**src/hdl/ppoc_pkg.sv**
```systemverilog
// Constants and types for the port power and overcurrent sense controller
package ppoc_pkg;

  ////////////////////////////////////////////////////////////////////////////
  // Geometry
  localparam int NUM_PORTS = 7;
  localparam int ADDR_W = 16;
  localparam int DATA_W = 8;

  ////////////////////////////////////////////////////////////////////////////
  // Register offsets
  localparam logic [15:0] OFF_START_LOCKOUT_TIME = 16'h30e1;
  localparam logic [15:0] OFF_SINGLE_PULSE_MIN_WIDTH = 16'h30ea;
  localparam logic [15:0] OFF_DOUBLE_PULSE_WINDOW = 16'h30eb;

  ////////////////////////////////////////////////////////////////////////////
  // Field layout and reset values
  localparam int MIN_WIDTH_MSB = 3;
  localparam logic [7:0] RST_START_LOCKOUT_TIME = 8'h0a;
  localparam logic [7:0] RST_DOUBLE_PULSE_WINDOW = 8'h14;
  localparam logic [3:0] RST_SINGLE_PULSE_MIN_WIDTH = 4'h1;

  ////////////////////////////////////////////////////////////////////////////
  // Timing: one millisecond tick derived from the 20 MHz clock
  localparam int CLK_PERIOD_NS = 50;
  localparam int TICK_PERIOD_US = 1000;
  localparam int MS_CYCLES = (TICK_PERIOD_US * 1000) / CLK_PERIOD_NS;
  localparam int TICK_CNT_W = 16;

  ////////////////////////////////////////////////////////////////////////////
  // Types
  typedef struct packed {
    logic [7:0] lockout;
    logic [7:0] window;
    logic [3:0] min_width;
  } ppoc_cfg_t;

  typedef enum logic [1:0] {
    st_off,
    st_lockout,
    st_active
  } ppoc_state_t;

endpackage : ppoc_pkg

```
**src/hdl/ppoc_regs.sv**
```systemverilog
// Timer configuration registers of the port power controller
`timescale 1ns/100ps
module ppoc_regs (
  // Clock and reset
  input wire logic clock,
  input wire logic rst_b,
  // Register access
  input wire logic cfg_wr,
  input wire logic cfg_rd,
  input wire logic [15:0] cfg_addr,
  input wire logic [7:0] cfg_wdata,
  output logic [7:0] cfg_rdata_q,
  // Configuration to the port logic
  output ppoc_pkg::ppoc_cfg_t cfg_q
);

  ppoc_pkg::ppoc_cfg_t cfg_d;
  logic [7:0] rdata_d;

  always_comb begin
    cfg_d = cfg_q;
    rdata_d = cfg_rdata_q;
    if (cfg_wr) begin
      unique case (cfg_addr)
        ppoc_pkg::OFF_START_LOCKOUT_TIME: cfg_d.lockout = cfg_wdata;
        ppoc_pkg::OFF_DOUBLE_PULSE_WINDOW: cfg_d.window = cfg_wdata;
        ppoc_pkg::OFF_SINGLE_PULSE_MIN_WIDTH: begin
          cfg_d.min_width = cfg_wdata[ppoc_pkg::MIN_WIDTH_MSB:0];
        end
        default: ;
      endcase
    end
    if (cfg_rd) begin
      unique case (cfg_addr)
        ppoc_pkg::OFF_START_LOCKOUT_TIME: rdata_d = cfg_q.lockout;
        ppoc_pkg::OFF_DOUBLE_PULSE_WINDOW: rdata_d = cfg_q.window;
        // Upper nibble is reserved and reads zero
        ppoc_pkg::OFF_SINGLE_PULSE_MIN_WIDTH: rdata_d = {4'h0, cfg_q.min_width};
        default: rdata_d = 8'h00;
      endcase
    end
  end

  always_ff @(posedge clock) begin
    if (!rst_b) begin
      cfg_q.lockout <= ppoc_pkg::RST_START_LOCKOUT_TIME;
      cfg_q.window <= ppoc_pkg::RST_DOUBLE_PULSE_WINDOW;
      cfg_q.min_width <= ppoc_pkg::RST_SINGLE_PULSE_MIN_WIDTH;
      cfg_rdata_q <= 8'h00;
    end else begin
      cfg_q <= cfg_d;
      cfg_rdata_q <= rdata_d;
    end
  end

  a_reset_defaults: assert property (@(posedge clock) !rst_b |=>
    cfg_q.lockout == 8'h0a && cfg_q.window == 8'h14)
    else $error("timer registers not at reset defaults");

endmodule : ppoc_regs

```
**src/hdl/ppoc_top.sv**
```systemverilog
// Per-port power control and overcurrent sense for the downstream ports
//
// What this block does
// Single-pulse minimum width programmable zero to five ms in one ms steps.
// The four-bit width field is a binary count of milliseconds.
// Eight-bit window in ms within which two low pulses raise overcurrent.
// Double-pulse window resets to twenty ms, value 8'h14.
// Software never programs the window or lockout timer to zero.
// After power on, sense lows are ignored until the lockout elapses.
// Lockout counts in ms steps and resets to ten ms, value 8'h0a.
// Power off drives the pin low and disables its pull-up.
// Power on releases the driver and enables the pull-up, open drain.
// A low on the sense input of a powered port means overcurrent.
// Poly-fuse configurations set both power-good descriptor delays to zero; this block holds no descriptors and sets no delay.
// USB 2.0 and USB 3 power of a split port operate independently.
// Continuous low for the minimum width flags overcurrent.
// Two separate low groups within the window flag overcurrent.
// Lockout restarts on each power-on; power-off clears detection state.
`timescale 1ns/100ps
module ppoc_top #(
  parameter int unsigned MS_CYCLES = ppoc_pkg::MS_CYCLES
) (
  // Clock and reset
  input wire logic clock,
  input wire logic rst_b,
  // Register access
  input wire logic cfg_wr,
  input wire logic cfg_rd,
  input wire logic [15:0] cfg_addr,
  input wire logic [7:0] cfg_wdata,
  output logic [7:0] cfg_rdata_q,
  // Hub port power requests
  input wire logic [6:0] port_power_en,
  input wire logic [6:0] split_en,
  input wire logic [6:0] usb3_power_en,
  // Shared power control and sense pins
  input wire logic [6:0] port_power_sense_pin_i,
  output logic [6:0] port_power_sense_pin_o_q,
  output logic [6:0] port_power_sense_pin_oe_q,
  output logic [6:0] pullup_en_q,
  // Split USB 3 power and overcurrent events
  output logic [6:0] usb3_split_power_q,
  output logic [6:0] overcurrent_q
);

  ppoc_pkg::ppoc_cfg_t cfg_q;
  logic [15:0] tick_cnt_q;
  logic [15:0] tick_cnt_d;
  logic ms_tick_q;
  logic ms_tick_d;

  ////////////////////////////////////////////////////////////////////////////
  // Timer configuration
  ppoc_regs u_regs (
    .clock(clock),
    .rst_b(rst_b),
    .cfg_wr(cfg_wr),
    .cfg_rd(cfg_rd),
    .cfg_addr(cfg_addr),
    .cfg_wdata(cfg_wdata),
    .cfg_rdata_q(cfg_rdata_q),
    .cfg_q(cfg_q)
  );

  ////////////////////////////////////////////////////////////////////////////
  // Shared millisecond tick; all ports share it, so timings are quantised
  // to the tick and a measured time may fall short by up to one tick
  always_comb begin
    ms_tick_d = 1'b0;
    tick_cnt_d = tick_cnt_q + 16'h0001;
    if (tick_cnt_q == 16'(MS_CYCLES - 1)) begin
      tick_cnt_d = 16'h0000;
      ms_tick_d = 1'b1;
    end
  end

  always_ff @(posedge clock) begin
    if (!rst_b) begin
      tick_cnt_q <= 16'h0000;
      ms_tick_q <= 1'b0;
    end else begin
      tick_cnt_q <= tick_cnt_d;
      ms_tick_q <= ms_tick_d;
    end
  end

  ////////////////////////////////////////////////////////////////////////////
  // Port state machines
  for (genvar i = 0; i < ppoc_pkg::NUM_PORTS; i++) begin : g_port
    ppoc_pkg::ppoc_state_t st_q;
    ppoc_pkg::ppoc_state_t st_d;
    logic [7:0] cnt_q;
    logic [7:0] cnt_d;
    logic [3:0] low_ms_q;
    logic [3:0] low_ms_d;
    logic grp_q;
    logic grp_d;
    logic gap_q;
    logic gap_d;
    logic oc_d;
    logic oe_q;
    logic pu_q;
    logic u3_q;
    logic u3_d;
    logic oc_q;
    logic low;

    assign low = !port_power_sense_pin_i[i];

    always_comb begin
      st_d = st_q;
      cnt_d = cnt_q;
      low_ms_d = low_ms_q;
      grp_d = grp_q;
      gap_d = gap_q;
      oc_d = 1'b0;
      unique case (st_q)
        ppoc_pkg::st_off: begin
          if (port_power_en[i]) begin
            st_d = ppoc_pkg::st_lockout;
            cnt_d = cfg_q.lockout;
          end
        end
        ppoc_pkg::st_lockout: begin
          // Sense level is not looked at here; slow pin ramps would trip it
          if (!port_power_en[i]) begin
            st_d = ppoc_pkg::st_off;
          end else if (ms_tick_q) begin
            // A zero lockout is treated as one tick rather than wrapping
            if (cnt_q <= 8'h01) begin
              st_d = ppoc_pkg::st_active;
              cnt_d = 8'h00;
            end else begin
              cnt_d = cnt_q - 8'h01;
            end
          end
        end
        ppoc_pkg::st_active: begin
          if (!port_power_en[i]) begin
            st_d = ppoc_pkg::st_off;
          end else begin
            if (grp_q && ms_tick_q) begin
              if (cnt_q <= 8'h01) begin
                grp_d = 1'b0;
                gap_d = 1'b0;
                cnt_d = 8'h00;
              end else begin
                cnt_d = cnt_q - 8'h01;
              end
            end
            if (low) begin
              if (cfg_q.min_width == 4'h0 || low_ms_q >= cfg_q.min_width) begin
                oc_d = 1'b1;
              end
              if (grp_q && gap_q) begin
                oc_d = 1'b1;
              end
              if (!grp_q) begin
                grp_d = 1'b1;
                cnt_d = cfg_q.window;
              end
              if (ms_tick_q && low_ms_q != 4'hf) begin
                low_ms_d = low_ms_q + 4'h1;
              end
            end else begin
              low_ms_d = 4'h0;
              if (grp_q) begin
                gap_d = 1'b1;
              end
            end
            if (oc_d) begin
              grp_d = 1'b0;
              gap_d = 1'b0;
              low_ms_d = 4'h0;
              cnt_d = 8'h00;
            end
          end
        end
        // The fourth state code is unused; fall back to unpowered
        default: st_d = ppoc_pkg::st_off;
      endcase
      if (st_d == ppoc_pkg::st_off) begin
        grp_d = 1'b0;
        gap_d = 1'b0;
        low_ms_d = 4'h0;
      end
      // Split ports take USB 3 power from their own request
      u3_d = split_en[i] ? usb3_power_en[i] : (st_d != ppoc_pkg::st_off);
    end

    always_ff @(posedge clock) begin
      if (!rst_b) begin
        st_q <= ppoc_pkg::st_off;
        cnt_q <= 8'h00;
        low_ms_q <= 4'h0;
        grp_q <= 1'b0;
        gap_q <= 1'b0;
        oc_q <= 1'b0;
        oe_q <= 1'b1;
        pu_q <= 1'b0;
        u3_q <= 1'b0;
      end else begin
        st_q <= st_d;
        cnt_q <= cnt_d;
        low_ms_q <= low_ms_d;
        grp_q <= grp_d;
        gap_q <= gap_d;
        oc_q <= oc_d;
        oe_q <= (st_d == ppoc_pkg::st_off);
        pu_q <= (st_d != ppoc_pkg::st_off);
        u3_q <= u3_d;
      end
    end

    // Pin data is always low: the pin is either driven low or released
    assign port_power_sense_pin_o_q[i] = 1'b0;
    assign port_power_sense_pin_oe_q[i] = oe_q;
    assign pullup_en_q[i] = pu_q;
    assign usb3_split_power_q[i] = u3_q;
    assign overcurrent_q[i] = oc_q;

    //////////////////////////////////////////////////////////////////////////
    // Checks
    a_off_drives_low: assert property (@(posedge clock) disable iff (!rst_b)
      !port_power_en[i] |=> oe_q && !pu_q)
      else $error("unpowered port pin not driven low");

    a_on_releases: assert property (@(posedge clock) disable iff (!rst_b)
      port_power_en[i] && st_q == ppoc_pkg::st_off |=> !oe_q && pu_q)
      else $error("powered port pin not released to pull-up");

    a_lockout_start: assert property (@(posedge clock) disable iff (!rst_b)
      port_power_en[i] && st_q == ppoc_pkg::st_off |=>
      st_q == ppoc_pkg::st_lockout && cnt_q == $past(cfg_q.lockout))
      else $error("lockout not restarted at power on");

    a_lockout_silent: assert property (@(posedge clock) disable iff (!rst_b)
      st_q == ppoc_pkg::st_lockout |=> !oc_q)
      else $error("overcurrent raised during lockout");

    a_zero_width: assert property (@(posedge clock) disable iff (!rst_b)
      st_q == ppoc_pkg::st_active && port_power_en[i] && low &&
      cfg_q.min_width == 4'h0 |=> oc_q)
      else $error("zero width low sample missed");

    a_single_width: assert property (@(posedge clock) disable iff (!rst_b)
      st_q == ppoc_pkg::st_active && port_power_en[i] && low &&
      low_ms_q >= cfg_q.min_width |=> oc_q)
      else $error("continuous low pulse not flagged");

    a_double_pulse: assert property (@(posedge clock) disable iff (!rst_b)
      st_q == ppoc_pkg::st_active && port_power_en[i] && low && grp_q && gap_q
      |=> oc_q)
      else $error("second low pulse in window not flagged");

    a_window_load: assert property (@(posedge clock) disable iff (!rst_b)
      st_q == ppoc_pkg::st_active && port_power_en[i] && low && !grp_q &&
      cfg_q.min_width != 4'h0 && low_ms_q < cfg_q.min_width
      |=> grp_q && cnt_q == $past(cfg_q.window))
      else $error("double pulse window not started");

    a_off_clears: assert property (@(posedge clock) disable iff (!rst_b)
      !port_power_en[i] |=> st_q == ppoc_pkg::st_off && !grp_q && !gap_q)
      else $error("detection state kept while unpowered");

    a_split_power: assert property (@(posedge clock) disable iff (!rst_b)
      split_en[i] |=> u3_q == $past(usb3_power_en[i]))
      else $error("split USB 3 power not following its request");
  end

endmodule : ppoc_top

```
**config.mk**
```make
export PLATFORM = sky130hd
export DESIGN_NAME = ppoc_top
export DESIGN_NICKNAME = d
export VERILOG_FILES = /design/src/hdl/ppoc_pkg.sv /design/src/hdl/ppoc_regs.sv /design/src/hdl/ppoc_top.sv
export SDC_FILE = /design/constraint.sdc
export NUM_CORES = 1
export LEC_CHECK = 0
export ABC_AREA = 1
export BUFFER_PORTS_ARGS = -buffer_cell sky130_fd_sc_hd__buf_2
export CAP_MARGIN = 20
export CORE_MARGIN = 1.5
export CORE_UTILIZATION = 56
export CTS_CLUSTER_DIAMETER = 40
export DETAILED_ROUTE_END_ITERATION = 10
export GPL_TIMING_DRIVEN = 0
export PLACE_DENSITY = 0.84
export SYNTH_ARGS = -nofsm -noshare
export SYNTH_HDL_FRONTEND = slang
export SYNTH_HIERARCHICAL = 1
export SYNTH_SLANG_ARGS = --single-unit
```
**constraint.sdc**
```tcl
create_clock -name clock -period 2 [get_ports clock]
set_clock_uncertainty 0.15 [all_clocks]
set_input_delay 0.2 -clock clock [delete_from_list [all_inputs] [get_ports clock]]
set_output_delay 0.2 -clock clock [all_outputs]
set_load 0.005 [all_outputs]
```
# == After elaboration in Yosys (flattened, before gate mapping) ==
# Cells that the tools add are included.
# totals
out_inout_bits,43
ff_bits,185
wordCells,502
# op_classes
n_lt_le_gt_ge,14
add_sub_neg,15
n_reduce_logical,103
n_eq_ne,53
bitwise,1
n_mux,247
# ops
cell,count
8-bit 2-to-1 mux,63
8-bit case mux with 3 select lines,8
1-bit 2-to-1 mux,113
4-bit 2-to-1 mux,21
2-bit 2-to-1 mux,35
"8-bit by 1-bit less-or-equal comparator with 1-bit output, second input constant",7
"2-bit != test, second input constant",28
"8-bit by 1-bit subtractor with 8-bit output, second input constant",7
"16-bit by 14-bit equality test with 1-bit output, second input constant",3
2-bit case mux with 3 select lines,7
3-bit AND reduction,14
3-bit nonzero test,14
5-bit AND reduction,7
"4-bit by 1-bit adder with 4-bit output, second input constant",7
4-bit greater-or-equal comparator,7
2-bit zero test,14
"4-bit != test, second input constant",7
1-bit logical AND,21
2-bit AND reduction,10
"16-bit by 1-bit adder with 16-bit output, second input constant",1
"16-bit by 15-bit equality test with 1-bit output, second input constant",1
2-bit OR reduction,8
"2-bit by 1-bit equality test with 1-bit output, second input constant",7
"2-bit equality test, second input constant",7
4 further kinds,16

# == Depth between registers and ports, before layout ==
# Gate-level depths: netlist of the first run.
# logic_depth
ltp_word,10
depth_mapped,14
ltp_nobuf,14

# == Cells and area by module ==
# Netlist of the first run, hierarchy kept.
# by_module_without_submodules
module,cells_each,area_each_um2,n_inst,seq_area_each_um2
ppoc_top,2049,12938.7,1,3143.0
ppoc_regs,176,1307.5,1,560.5

# == Least setup slack after synthesis of the first run ==
# Ideal clock, no wire load.
# synth_path
path_type,reg2reg
start,register u_regs/cfg_q[3] (netlist name)
end,register g_port[4].low_ms_q[1]
path_buffers,0
path_stages_with_launch,11
setup_slack_ps,87
arrival_ps,1653
setup_time_ps,111
cell_sequence,dfxtp_1 inv_1 ha_1 a21oi_1 nand4_2 o21ai_4 nand3_2 nand2_1 nand2_1 nand2_1 nor2_2
# synth_via
elab_chain_len,9
# synth_lines
item,line,text
4-bit greater-or-equal comparator / 4-bit zero test (equally long branches),ppoc_top.sv:152,if (cfg_q.min_width == 4'h0 || low_ms_q >= cfg_q.min_width) begin
1-bit logical OR (*),ppoc_top.sv:152,
1-bit 2-to-1 mux (*),ppoc_top.sv:152,
1-bit 2-to-1 mux (*),ppoc_top.sv:155,if (grp_q && gap_q) begin
1-bit 2-to-1 mux (*),ppoc_top.sv:151,if (low) begin
1-bit 2-to-1 mux (*),ppoc_top.sv:139,if (!port_power_en[i]) begin
1-bit 2-to-1 mux (*),ppoc_top.sv:117,unique case (st_q)
3-bit nonzero test (no source line),n/a,
3-bit AND reduction (no source line),n/a,
to (signal assigned),ppoc_top.sv:205,low_ms_q <= low_ms_d;
to (decl),ppoc_top.sv:94,logic [3:0] low_ms_q;
# Every way passes the cells marked *; elsewhere a longest branch is shown, timed or not. The select of a mux whose other input is x is not followed.
# A chain may end at the register's enable or synchronous reset.

# == Worst setup path after layout of the first run ==
# layout_path
start,register u_regs/cfg_q[3] (netlist name)
end,register g_port[0].cnt_q[2]
# layout_via
elab_chain_len,10
# layout_lines
item,line,text
4-bit greater-or-equal comparator / 4-bit zero test (equally long branches),ppoc_top.sv:152,
1-bit logical OR (*),ppoc_top.sv:152,
1-bit 2-to-1 mux (*),ppoc_top.sv:152,
1-bit 2-to-1 mux (*),ppoc_top.sv:155,
1-bit 2-to-1 mux (*),ppoc_top.sv:151,
1-bit 2-to-1 mux (*),ppoc_top.sv:139,
1-bit 2-to-1 mux (*),ppoc_top.sv:117,
8-bit 2-to-1 mux (*),ppoc_top.sv:171,if (oc_d) begin
8-bit 2-to-1 mux (*),ppoc_top.sv:139,
8-bit case mux with 3 select lines (*),ppoc_top.sv:117,
to (signal assigned),ppoc_top.sv:204,cnt_q <= cnt_d;
to (decl),ppoc_top.sv:92,logic [7:0] cnt_q;
# Marks and branches as above.

==> results.md, run 1 <==
- Of the post-synthesis cell area, the part taken by muxes is 0%.
- The number of iterations in the first detailed-routing pass is 6.
- The combined flip-flop and latch cell area is 3740 µm².
- For this run, design rule violations remaining after detail routing come to 0.
- The part of the cycle the worst path needs is 112%.
- The detail route stage leaves a number of antenna-violating nets equal to 0.
- The worst-case IR drop observed on VDD is ~540 µV.
- The number of design-rule violations left by the first detailed-router iteration is between 1500 and 2000.
- The initial antenna violation count came to 0.
- 0 antenna diodes ended up in the layout.
- The xor and xnor fraction of the mapped netlist area is under 10%.
- The total area inside the core boundary comes to around 25000 µm².
- The post-synthesis sequential element count is 185.
- After Yosys synthesis, full adders, half adders and majority gates account for under 10% of the synthesized area.
- Across the run, the number of max-cap violations was 0.
- Timing would allow up to around 450 MHz.
- The net count of the finished layout is approximately 2600.
- The number of synthesized flops with an enable pin is 0.
- The maximum number of pins on one net before global-route repair is 19.
- The min-delay analysis places its worst path in the category in2reg.
- The growth of design area from synthesis to finish is 22.9%.
- The flow ran to the end, but the final reports show violations.
- The element type at the critical path end is a flop.
- The sum of net half-perimeters after detailed placement is approximately 29000 µm.
- The accumulated negative setup slack is -13.30 ns.
- For the worst-skew pair, the clock arrives at the later sink with an insertion delay of between 0.4 and 0.5 ns.
- For this run, the number of Yosys warnings is 6.
- After synthesis, the mean cell area works out to between 6 and 7 µm².
- The relative max-transition margin is between 15 and 20%.
- Across all layers, the routed design uses around 16000 vias.
- Once the floorplan was initialized, standard cells occupied between 50% and 60% of the core.
- The number of I/O port buffers is 90.
- In the synthesized netlist the async set-or-reset flop fraction comes to 0%.
- The CTS tree is done.
- After detailed routing, the average wire length per cell comes to around 16 µm.
- The cell count after placement is 2651.
- The first global-routing pass estimated slightly below 70000 µm of wire.
- The share of the yosys chip area belonging to registers is about 26%.
- Data arrives at the worst endpoint at between 2 and 2.5 ns.
- The floorplan step set the die height to ~160 µm.
- The total overflow left after global routing is 0.
- At the end of the flow the core is filled with cells to around 70%.
- The deepest level of the CTS H-tree is 4.
- The post-synthesis cell count is between 2000 and 2500.
- The clock drives 185 sinks.
- The post-synthesis cell area is approximately 14000 µm².
- Clock-pin slew was measured on the worst setup and hold paths at 0.08 ns.
- The count of final max-slew check failures came to 0.
- The post-synthesis compound-gate area fraction is between 10% and 20%.
- The most used flip-flop cell after synthesis is dfxtp_1.
- The total setup violations reported at the end of the flow is between 100 and 150.
- The worst setup slack after layout is -0.236 ns.
- The total die area is approximately 26000 µm².
- The I/O pin count is slightly below 100.
- Setup repair after global routing could not meet its margin everywhere.
- The most frequent standard cell in the layout excluding fill and tap cells is nand2_1.
- Global routing used 32.1% of the available tracks across all layers.
- The via count of the first global-routing pass is 14200.
- Fill cells in the final layout number 2069.
- The biggest area contributor in the post-synthesis netlist is dfxtp_1.
- Counting the buffers created by CTS gives 17.
- The total chip power is 9.96 mW.
- The post-layout minimum cycle time is between 2 and 2.5 ns.
- The routed wire length is between 40000 and 50000 µm.
- At the end of routability-driven placement, the weighted congestion stood at 1.00.
- The critical path class is reg2reg.
- The mean number of vias per cell is around 5.6.
- The data required time at the worst endpoint is roughly 2.2 ns.
- The die span in x is 162 µm.
- The initialized floorplan defines 58 standard-cell rows.
- The power density relative to cell area is between 500 and 600 nW/µm².
- The ratio of cells with drive above 1 in the final layout is around a quarter.
- Summing all multi-input logic gate instances after layout gives ~9600 µm².
- After synthesis, the cell types taking the most area are dfxtp_1, nand2_1, a21oi_1, nand3_1, ha_1.
- Yosys mapped the design onto 54 distinct sky130hd cell types.
- The count of endpoints failing hold in the final timing report is 0.
- The measured slew at the worst slew-check pin is 1.27 ns.
- The final cell count without fillers is 2758.
- The maximum fanout along the worst path is 7.
- Leaving out fill and tap cells, the most frequent cells in the layout are nand2_1, inv_1, a21oi_1, nand3_1, dfxtp_1.
- The startpoint type of the worst setup path is a flop.
- After routing the design area is 17500 µm².
- Summed over all cells, the static leakage comes to 7.94 nW.
- The worst-case clock buffer depth is 2.
- The clock root buffer is clkbuf_16.
- After detailed placement, the total cell area comes to ~15000 µm².
- The post-synthesis simple-gate area fraction is between 30% and 40%.
- Summed over its instances, the top area cell type makes up between 20% and 30% of the synthesized netlist area.
- The dominant combinational cell family by area after synthesis is simple AND/OR/NAND/NOR gates.
- The checks that failed: setup timing.
-- routing by layer --
metal	global-route usage, %	up-vias	wire length, µm
met5	0	-	0
met4	14.8	0	2150
met3	4.89	135	3700
met2	53.8	687	20800
met1	40.6	7101	18000
li1	-	7618	-
-- through the flow --
step	hold slack (ns)	worst slack, ns
floorplan	0.163	0.0867
global placement	0.282	-0.516
detailed placement	0.297	-0.554
CTS	0.000545	-0.149
global route	0.0405	-0.316
finish	0.00915	-0.236
-- registers in the layout (all words and copies together) (netlist names) --
name and flops:
g_port.u3_q 7, g_port.low_ms_q 28, tick_cnt_q 16, g_port.oe_q 7, g_port.st_q 14, g_port.oc_q 7
g_port.grp_q 7, g_port.gap_q 7, ms_tick_q 1, u_regs/cfg_rdata_q 8, u_regs/cfg_q 20, g_port.pu_q 7
g_port.cnt_q 56
-- power by group --
part	switching, mW	internal [mW]	total, mW	leakage [nW]
logic	1.68	0.952	2.64	6.15
registers	0.134	3.82	3.96	1.51
clock network	1.69	1.68	3.37	0.281
-- worst max-delay path, cell delays in order (launching register included) --
cell and delay, ns:
dfxtp_4 0.37, clkinvlp_4 0.11, buf_6 0.16, buf_6 0.12, nand3_4 0.24, nand4_1 0.22
o21ai_2 0.23, buf_6 0.17, nand3_1 0.08, nand2_1 0.11, nand2_1 0.07, a21oi_1 0.11
-- Yosys cell counts, types with 3 or more instances --
cell type  number
nand2_4         7
dfxtp_1       185
o21ai_0        49
nor3_2          3
o211ai_1       15
nand4_2         5
nand4_1        37
nor3_1         47
nand3_2        15
clkbuf_1       18
o31ai_1        11
a31oi_1         4
a21oi_1       230
ha_1           81
a21oi_2        21
xor2_1         19
inv_1         261
o21ai_1        27
inv_4           3
a41oi_1        12
nand3_1       222
nor2_4          3
nor2_1        150
nor4_1          3
nor2_2         12
buf_4          48
buf_6          13
nand2_1       590
nand2_2        22
buf_2          23
inv_2          42
o21ai_4         4
o21ai_2         9
-- worst paths after layout --
path / start / endpoint / slack, ns / cells past startpoint
max: u_regs/cfg_q[3]$_SDFFE_PN0P_ / g_port[0].cnt_q[2]$_SDFFE_PN0P_ / -0.24 / 11
min: cfg_wr / u_regs/cfg_q[0]$_SDFFE_PN1P_ / 0.009 / 4
max reg2reg: u_regs/cfg_q[3]$_SDFFE_PN0P_ / g_port[0].cnt_q[2]$_SDFFE_PN0P_ / -0.24 / 11
min reg2reg: tick_cnt_q[0]$_SDFF_PP0_ / tick_cnt_q[0]$_SDFF_PP0_ / 0.32 / 1
-- timing repair --
item / CTS / global route
cloned: 6 / 1
hold buffers: 36 / 1
hold endpoints to repair: 52 / 1
pin swaps: 95 / 61
setup endpoints to repair: 105 / 118
setup buffers: 24 / 7
gates resized for setup: 126 / 138
-- kinds of logic after synthesis --
family / after synthesis
adder cells (fa/ha/maj): 81
AND/OR/NAND/NOR: 1126
XOR/XNOR: 21
buffers and inverters: 416
other: 1
AO/OA/AOI/OAI: 395
flip-flops: 185
-- layout make-up --
| cell class | instances | area share [%] |
|---|---|---|
| clock buffer | 18 | 2.51 |
| buffer | 104 | 4.32 |
| tap | 330 | 2.36 |
| sequential | 185 | 21.4 |
| inverter | 312 | 6.93 |
| clock inverter | 14 | 0.765 |
| multi-input combinational | 1630 | 54.8 |
| timing repair buffer | 165 | 6.96 |
No activity file was read; power rests on OpenSTA's default activity.
==> run 2, diff against run 1 <==
--- a/config.mk
+++ b/config.mk
@@ -9,11 +9,12 @@
 export BUFFER_PORTS_ARGS = -buffer_cell sky130_fd_sc_hd__buf_2
 export CAP_MARGIN = 20
 export CORE_MARGIN = 1.5
-export CORE_UTILIZATION = 56
+export CORE_UTILIZATION = 43
 export CTS_CLUSTER_DIAMETER = 40
+export CTS_CLUSTER_SIZE = 16
 export DETAILED_ROUTE_END_ITERATION = 10
 export GPL_TIMING_DRIVEN = 0
-export PLACE_DENSITY = 0.84
+export PLACE_DENSITY = 0.68
 export SYNTH_ARGS = -nofsm -noshare
 export SYNTH_HDL_FRONTEND = slang
 export SYNTH_HIERARCHICAL = 1
==> results.md, run 2 (synthesis gave the netlist of run 1 again) <==
- The flow ran to the end, but the final reports show violations.
- The final reports fail on setup timing.
- TritonCTS built the clock tree.
- The library cell used most frequently in the layout, excluding fill and tap cells, is nand2_1.
- The path depth of the worst reg2reg path is 13 (+2).
- The routed metal-1 wire length was 18900 µm (+5.1%).
- The worst endpoint data arrival time was 2.37 ns (-0.08 ns).
- The sum of net half-perimeters after detailed placement came to 29900 µm (+3.8%).
- The data required time at the worst endpoint came to 2.23 ns (about the same).
- The accumulated negative setup slack is -7.59 ns (+5.71 ns).
- The total setup violations reported at the end of the flow is 94 (-7.8%).
- The post-layout minimum cycle time is 2.15 ns (-0.0902 ns).
- The routability-driven placement congestion ratio is 0.972 (-2.8%).
- The worst setup path is captured at a flop.
- The die span in x is 185 µm (+14%).
- The leakage power is 8.05 nW (+1.3%).
- The startpoint type of the worst setup path is a flop.
- In this run the most critical hold path is launched from cfg_wr.
- The starting density of the core is 43.8% (-13 points).
- The net count reported at finish is 2564 (+0.47%).
- The final standard cell utilization of the core is 55.7% (-14 points).
- The signal on the critical path passes through clkinvlp_4, buf_12, ha_4, nand2_2, inv_2, nand2_2, nand4_4, o21ai_4, buf_6, nand3_1, nand2_1, nand2_1, a21oi_2.
- In this run the top signal layer used is met4.
- The number of clock buffers inserted by TritonCTS is 17 (unchanged).
- The measured slew at the worst slew-check pin was 1.14 ns (-0.126 ns).
- The overall fraction of global-route tracks in use is 26.0% (-6.1 points).
- The routed wire length is 45100 µm (+1.1%).
- The number of flip-flops under the largest register name is 56 (unchanged).
- The number of nets with antenna violations after detailed routing came to 0 (unchanged).
- The path class of the tightest hold or removal check is in2reg.
- The total die area is 34200 µm² (+30%).
- The sum of overflow across all layers after global routing is 0 (unchanged).
- The I/O pin count was 99 (unchanged).
- The maximum clock frequency is 466 MHz (+4.2%).
- The number of iterations in the first detailed-routing pass is 6 (unchanged).
- The clock latency at the later pin of the worst-skew pair is 0.46 ns (about the same).
- More flip-flops sit in one register than any other, and that register is g_port.cnt_q.
- The placeable core region was 32500 µm² (+30%).
- The count of endpoints failing hold in the final timing report is 0 (unchanged).
- The library cells used most frequently in the layout, excluding fill and tap cells, are nand2_1, inv_1, a21oi_1, dfxtp_1, nand3_1.
- The number of design-rule violations left by the first detailed-router iteration is 1168 (-29%).
- The mean number of vias per cell was 5.39 (-4.4%).
- The path with the worst hold slack has its endpoint at u_regs/cfg_q[3]$_SDFFE_PN0P_.
- The clock root buffer is clkbuf_16.
- By startpoint and endpoint, the worst setup path is classified as reg2reg.
- The growth of design area from synthesis to finish is 27.3%.
- The number of cell rows came to 66 (+14%).
- The met3 layer wire length in the routed design is 3520 µm (-4.8%).
- The part of the cycle the worst path needs came to 107% (-4.5 points).
- The number of sinks driven by the clock tree is 185 (unchanged).
- The internal reg-to-reg setup slack was -0.15 ns (+0.09 ns).
- The initial antenna violation count is 0 (unchanged).
- Setup repair after global routing could not meet its margin everywhere.
- The relative max-transition margin is 24.1% (+8.4 points).
- The maximum number of pins on one net before global-route repair came to 19 (unchanged).
- The number of I/O port buffers was 90 (unchanged).
- The via count of the first global-routing pass was 14400 (+1.3%).
- The clock transition at the registers of the reported paths is 0.08 ns (about the same).
- The number of cells traversed by the worst hold path came to 4 (unchanged).
- The global-route wire length before repair came to 70800 µm (+3.6%).
- The reg-to-reg startpoint is u_regs/cfg_q[2]$_SDFFE_PN0P_.
- The ratio of cells with drive above 1 in the final layout is 27.7% (+3.0 points).
- The height of the chip is 185 µm (+14%).
- The slowest library cell on the worst path is dfxtp_2.
- The routed length per instance is 15.7 µm (-3.3%).
- The number of antenna diodes is 0 (unchanged).
- The maximum fanout along the worst path was 5 (-2).
- The power density relative to cell area was 552 nW/µm² (-3.0%).
- In the final layout, the registers with the most flip-flops are g_port.cnt_q: 56 flops, g_port.low_ms_q: 28 flops, u_regs/cfg_q: 20 flops.
- The max-capacitance violation count is 0 (unchanged).
- The met2 wirelength from detailed routing is 20900 µm (+0.59%).
- The total DRC errors in the routed layout is 0 (unchanged).
- The worst register-to-register path ends at g_port[4].cnt_q[5]$_SDFFE_PN0P_.
- The maximum resistive drop on vdd is 741 µV (+38%).
- The deepest level of the CTS H-tree is 4 (unchanged).
- The count of final max-slew check failures is 0 (unchanged).
- The total via count in the routed design is 15500 (-0.064%).
- The biggest cell delay along the critical path is 0.36 ns (about the same).
- The worst-case clock buffer depth is 2 (unchanged).
- The worst setup slack after layout came to -0.146 ns (+0.0902 ns).
[run 2: worst max-delay path by stage]
| stage | start | to | slack [ns] | cells after the start |
|---|---|---|---|---|
| floorplan | u_regs/cfg_q[3]$_SDFFE_PN0P_ | g_port[4].low_ms_q[1]$_SDFFE_PP0P_ | 0.09 | 10 |
| global placement | u_regs/cfg_q[0]$_SDFFE_PN1P_ | g_port[0].cnt_q[4]$_SDFFE_PN0P_ | -0.61 | 11 |
| detailed placement | u_regs/cfg_q[0]$_SDFFE_PN1P_ | g_port[0].cnt_q[4]$_SDFFE_PN0P_ | -0.63 | 11 |
| CTS | u_regs/cfg_q[3]$_SDFFE_PN0P_ | g_port[2].cnt_q[6]$_SDFFE_PN0P_ | -0.13 | 14 |
| global route | u_regs/cfg_q[1]$_SDFFE_PN0P_ | g_port[4].cnt_q[5]$_SDFFE_PN0P_ | -0.28 | 13 |
| finish | u_regs/cfg_q[2]$_SDFFE_PN0P_ | g_port[4].cnt_q[5]$_SDFFE_PN0P_ | -0.15 | 13 |
[run 2: metrics by stage]
| stage | hold slack (ns) | worst slack [ns] | cells | cell area (µm²) | power, mW |
|---|---|---|---|---|---|
| floorplan | 0.163 | 0.0867 | 2231 | 14300 | 5.84 |
| global placement | 0.286 | -0.610 | 2763 | 15300 | 6.39 |
| detailed placement | 0.284 | -0.626 | 2764 | 15300 | 6.44 |
| CTS | 0.00447 | -0.125 | 2866 | 17200 | 9.86 |
| global route | 0.0310 | -0.277 | 2882 | 18100 | 10.6 |
| finish | 0.0262 | -0.146 | 2882 | 18100 | 10.0 |
[run 2: critical path, delay by kind of cell, from the launching register on]
kind | cells | cell delay [ns]
AOI/OAI and AO/OA | 2 | 0.35
adders and majority gates | 1 | 0.24
buffers and inverters | 4 | 0.50
and+or+nand+nor | 6 | 0.46
DFF | 1 | 0.36
[run 2: repair_timing]
item / 4_1_cts / 5_1_grt
pin swaps: 87 / 113
setup buffers: 27 / 15
endpoints found under the hold margin: 57 / 2
cloned: 6 / 0
hold buffers: 37 / 2
resized for setup: 154 / 222
setup endpoints to repair: 105 / 130
[run 2: metal layers]
metal / global-route usage [%] / up-vias
li1: - / 7647
met1: 32.9 / 7214
met2: 42.4 / 563
met3: 4.86 / 107
met4: 12.9 / 0
met5: 0 / -
[run 2: area by class of cell]
| class | count | area, µm² |
|---|---|---|
| fill | 3068 | 14400 |
| multi-input combinational | 1630 | 9940 |
| sequential | 185 | 3730 |
| timing repair buffer | 177 | 1350 |
| inverter | 312 | 1220 |
| buffer | 104 | 773 |
| tap | 442 | 553 |
| clock buffer | 17 | 425 |
| clock inverter | 15 | 138 |
[run 2: power breakdown]
| group | total [mW] | switching [mW] | internal (mW) |
|---|---|---|---|
| clock network | 3.38 | 1.74 | 1.64 |
| registers | 3.96 | 0.135 | 3.82 |
| logic | 2.68 | 1.70 | 0.982 |
==> run 3, diff against run 2 <==
--- a/config.mk
+++ b/config.mk
@@ -8,13 +8,14 @@
 export ABC_AREA = 1
 export BUFFER_PORTS_ARGS = -buffer_cell sky130_fd_sc_hd__buf_2
 export CAP_MARGIN = 20
-export CORE_MARGIN = 1.5
+export CORE_MARGIN = 2
 export CORE_UTILIZATION = 43
 export CTS_CLUSTER_DIAMETER = 40
 export CTS_CLUSTER_SIZE = 16
 export DETAILED_ROUTE_END_ITERATION = 10
 export GPL_TIMING_DRIVEN = 0
 export PLACE_DENSITY = 0.68
+export RECOVER_POWER = 50
 export SYNTH_ARGS = -nofsm -noshare
 export SYNTH_HDL_FRONTEND = slang
 export SYNTH_HIERARCHICAL = 1
==> results.md, run 3 (synthesis gave the netlist of run 1 again) <==
- From synthesis to final layout, the design area changed by 23.7%.
- The initial antenna violation count is 0 (unchanged).
- The maximum number of pins on one net before global-route repair is 20 (+1).
- The part of the cycle the worst path needs is 110% (+2.3 points).
- The power density relative to cell area is 574 nW/µm² (+4.0%).
- The number of design-rule violations left by the first detailed-router iteration is 1074 (-8.0%).
- The post-layout minimum cycle time is 2.19 ns (+0.0467 ns).
- The number of cell rows was 66 (unchanged).
- The ratio of cells with drive above 1 in the final layout is 23.7% (-4.1 points).
- The worst endpoint data arrival time came to 2.43 ns (+0.06 ns).
- The placeable core region is 32600 µm² (+0.25%).
- The number of nets with antenna violations after detailed routing came to 0 (unchanged).
- TritonCTS built the clock tree.
- The number of iterations in the first detailed-routing pass came to 6 (unchanged).
- The count of final max-slew check failures is 0 (unchanged).
- The worst slack at placement is -0.584 ns (+0.0420 ns).
- The post-route cell area is 17600 µm² (-2.8%).
- The net count reported at finish is 2555 (-0.35%).
- The deepest level of the CTS H-tree came to 4 (unchanged).
- The critical path class is reg2reg.
- The worst setup slack after layout is -0.192 ns (-0.0467 ns).
- STA classifies the critical path endpoint as a flop.
- The sum of net half-perimeters after detailed placement is 29900 µm (-0.20%).
- The maximum fanout along the worst path is 5 (unchanged).
- The maximum clock frequency came to 456 MHz (-2.1%).
- The measured slew at the worst slew-check pin was 1.39 ns (+0.255 ns).
- The total via count in the routed design came to 15300 (-1.8%).
- The total die area was 34600 µm² (+1.1%).
- The largest registers in the layout are g_port.cnt_q: 56 flops, g_port.low_ms_q: 28 flops, u_regs/cfg_q: 20 flops.
- The routability-driven placement congestion ratio is 0.961 (-1.1%).
- The total DRC errors in the routed layout is 0 (unchanged).
- The starting density of the core is 43.7% (-0.11 points).
- The final standard cell utilization of the core was 54.0% (-1.7 points).
- The max-capacitance violation count is 0 (unchanged).
- The number of sinks driven by the clock tree is 185 (unchanged).
- The clock transition at the registers of the reported paths is 0.08 ns (about the same).
- The type of the worst min-delay path is in2reg.
- The post-detailed-placement cell area is 15300 µm² (about the same).
- The mean number of vias per cell is 5.31 (-1.5%).
- The number of flip-flops under the largest register name was 56 (unchanged).
- Setup repair after global routing could not meet its margin everywhere.
- More flip-flops sit in one register than any other, and that register is g_port.cnt_q.
- The number of antenna diodes came to 0 (unchanged).
- The routed wire length came to 43700 µm (-3.0%).
- The number of clock buffers inserted by TritonCTS came to 17 (unchanged).
- The die span in x was 186 µm (+0.54%).
- The overall fraction of global-route tracks in use is 25.0% (-1.1 points).
- The final reports fail on setup timing.
- The total setup violations reported at the end of the flow is 101 (+7.4%).
- The count of endpoints failing hold in the final timing report is 0 (unchanged).
- The clock latency at the later pin of the worst-skew pair is 0.47 ns (about the same).
- The routed length per instance is 15.2 µm (-2.7%).
- The data required time at the worst endpoint is 2.24 ns (about the same).
- The number of I/O port buffers is 90 (unchanged).
- The number of fill cells in the layout is 3202 (+4.4%).
- The height of the chip is 186 µm (+0.54%).
- The leakage power came to 7.87 nW (-2.2%).
- The flow ran to the end, but the final reports show violations.
- The startpoint type of the worst setup path is a flop.
- The maximum resistive drop on vdd came to 661 µV (-11%).
- The top cell types in the final layout, fill and taps aside, are nand2_1, inv_1, a21oi_1, nand3_1, dfxtp_1.
- The I/O pin count is 99 (unchanged).
- The most frequent standard cell in the layout excluding fill and tap cells is nand2_1.
- The via count of the first global-routing pass is 14100 (-2.1%).
- The sum of overflow across all layers after global routing came to 0 (unchanged).
- The global-route wire length before repair is 68700 µm (-3.0%).
- The worst-case clock buffer depth is 2 (unchanged).
- In this run the clock root is driven by a clkbuf_16.
- The relative max-transition margin is 7.05% (-17 points).
run 3: cell types whose count changed in the layout (fill, tap and decap cells not counted), moves of 10 or more:
cell	previous run	this run
buf_2	106	92
nand2_2	75	59
nand2_4	21	11
a21oi_2	64	53
buf_4	64	45
nand3_1	165	187
nand3_2	66	47
clkbuf_4	4	16
a21oi_1	181	197
clkbuf_1	14	32
nand2_1	523	549
run 3: final cells by class:
type	count	area, µm²	area share, %
sequential	185	3730	21.2
clock inverter	15	181	1.03
inverter	312	1220	6.91
tap	442	553	3.14
clock buffer	17	425	2.41
multi-input combinational	1630	9530	54.1
buffer	104	753	4.27
timing repair buffer	168	1240	7.03
run 3: critical path: stages (launching register included):
cell and delay (ns):
dfxtp_2 0.36, clkinvlp_4 0.13, buf_8 0.17, ha_4 0.24, nand2_2 0.06, inv_2 0.04, nand2_2 0.06, nand4_2 0.14
o21ai_4 0.25, buf_6 0.16, nand3_1 0.06, nand2_1 0.09, nand2_1 0.08, a21oi_2 0.12
run 3: per-stage QoR:
| step | cells | TNS [ns] | hold slack, ns | total power [mW] |
|---|---|---|---|---|
| floorplan | 2231 | 0 | 0.163 | 5.84 |
| global placement | 2763 | -44.68 | 0.287 | 6.38 |
| detailed placement | 2763 | -47.92 | 0.286 | 6.42 |
| CTS | 2861 | -8.45 | 0.0105 | 10.0 |
| global route | 2873 | -20.72 | 0.0247 | 10.7 |
| finish | 2873 | -8.99 | 0.0161 | 10.1 |
run 3: power by group:
| group | switching, mW | internal [mW] |
|---|---|---|
| combinational | 1.65 | 0.947 |
| clock | 1.77 | 1.79 |
| sequential | 0.137 | 3.82 |
| total | 3.56 | 6.56 |
run 3: timing repair:
item,4_1_cts,5_1_grt
hold endpoints to repair,60,0
setup buffers,19,11
hold buffers,42,0
gates cloned,5,1
gates resized for setup,90,171
pin swaps,62,82
endpoints found under the setup margin,105,123
run 3: final timing paths:
check                                    start  slack (ns)                         endpoint  cells after the start
setup / recovery  u_regs/cfg_q[3]$_SDFFE_PN0P_       -0.19  g_port[2].cnt_q[3]$_SDFFE_PN0P_                     13
hold reg to reg       tick_cnt_q[0]$_SDFF_PP0_        0.32         tick_cnt_q[0]$_SDFF_PP0_                      1
hold / removal                          cfg_wr        0.02     u_regs/cfg_q[3]$_SDFFE_PN0P_                      4
setup reg to reg  u_regs/cfg_q[3]$_SDFFE_PN0P_       -0.19  g_port[2].cnt_q[3]$_SDFFE_PN0P_                     13
run 3: layer usage:
layer / wire, µm / vias up / track usage [%] / share of wire [%]
met5: 0 / - / 0 / 0
met4: 1570 / 0 / 10.2 / 3.6
met3: 2540 / 81 / 3.85 / 5.8
met2: 20300 / 455 / 41.5 / 46
met1: 19400 / 7083 / 32.2 / 44
li1: - / 7638 / - / -
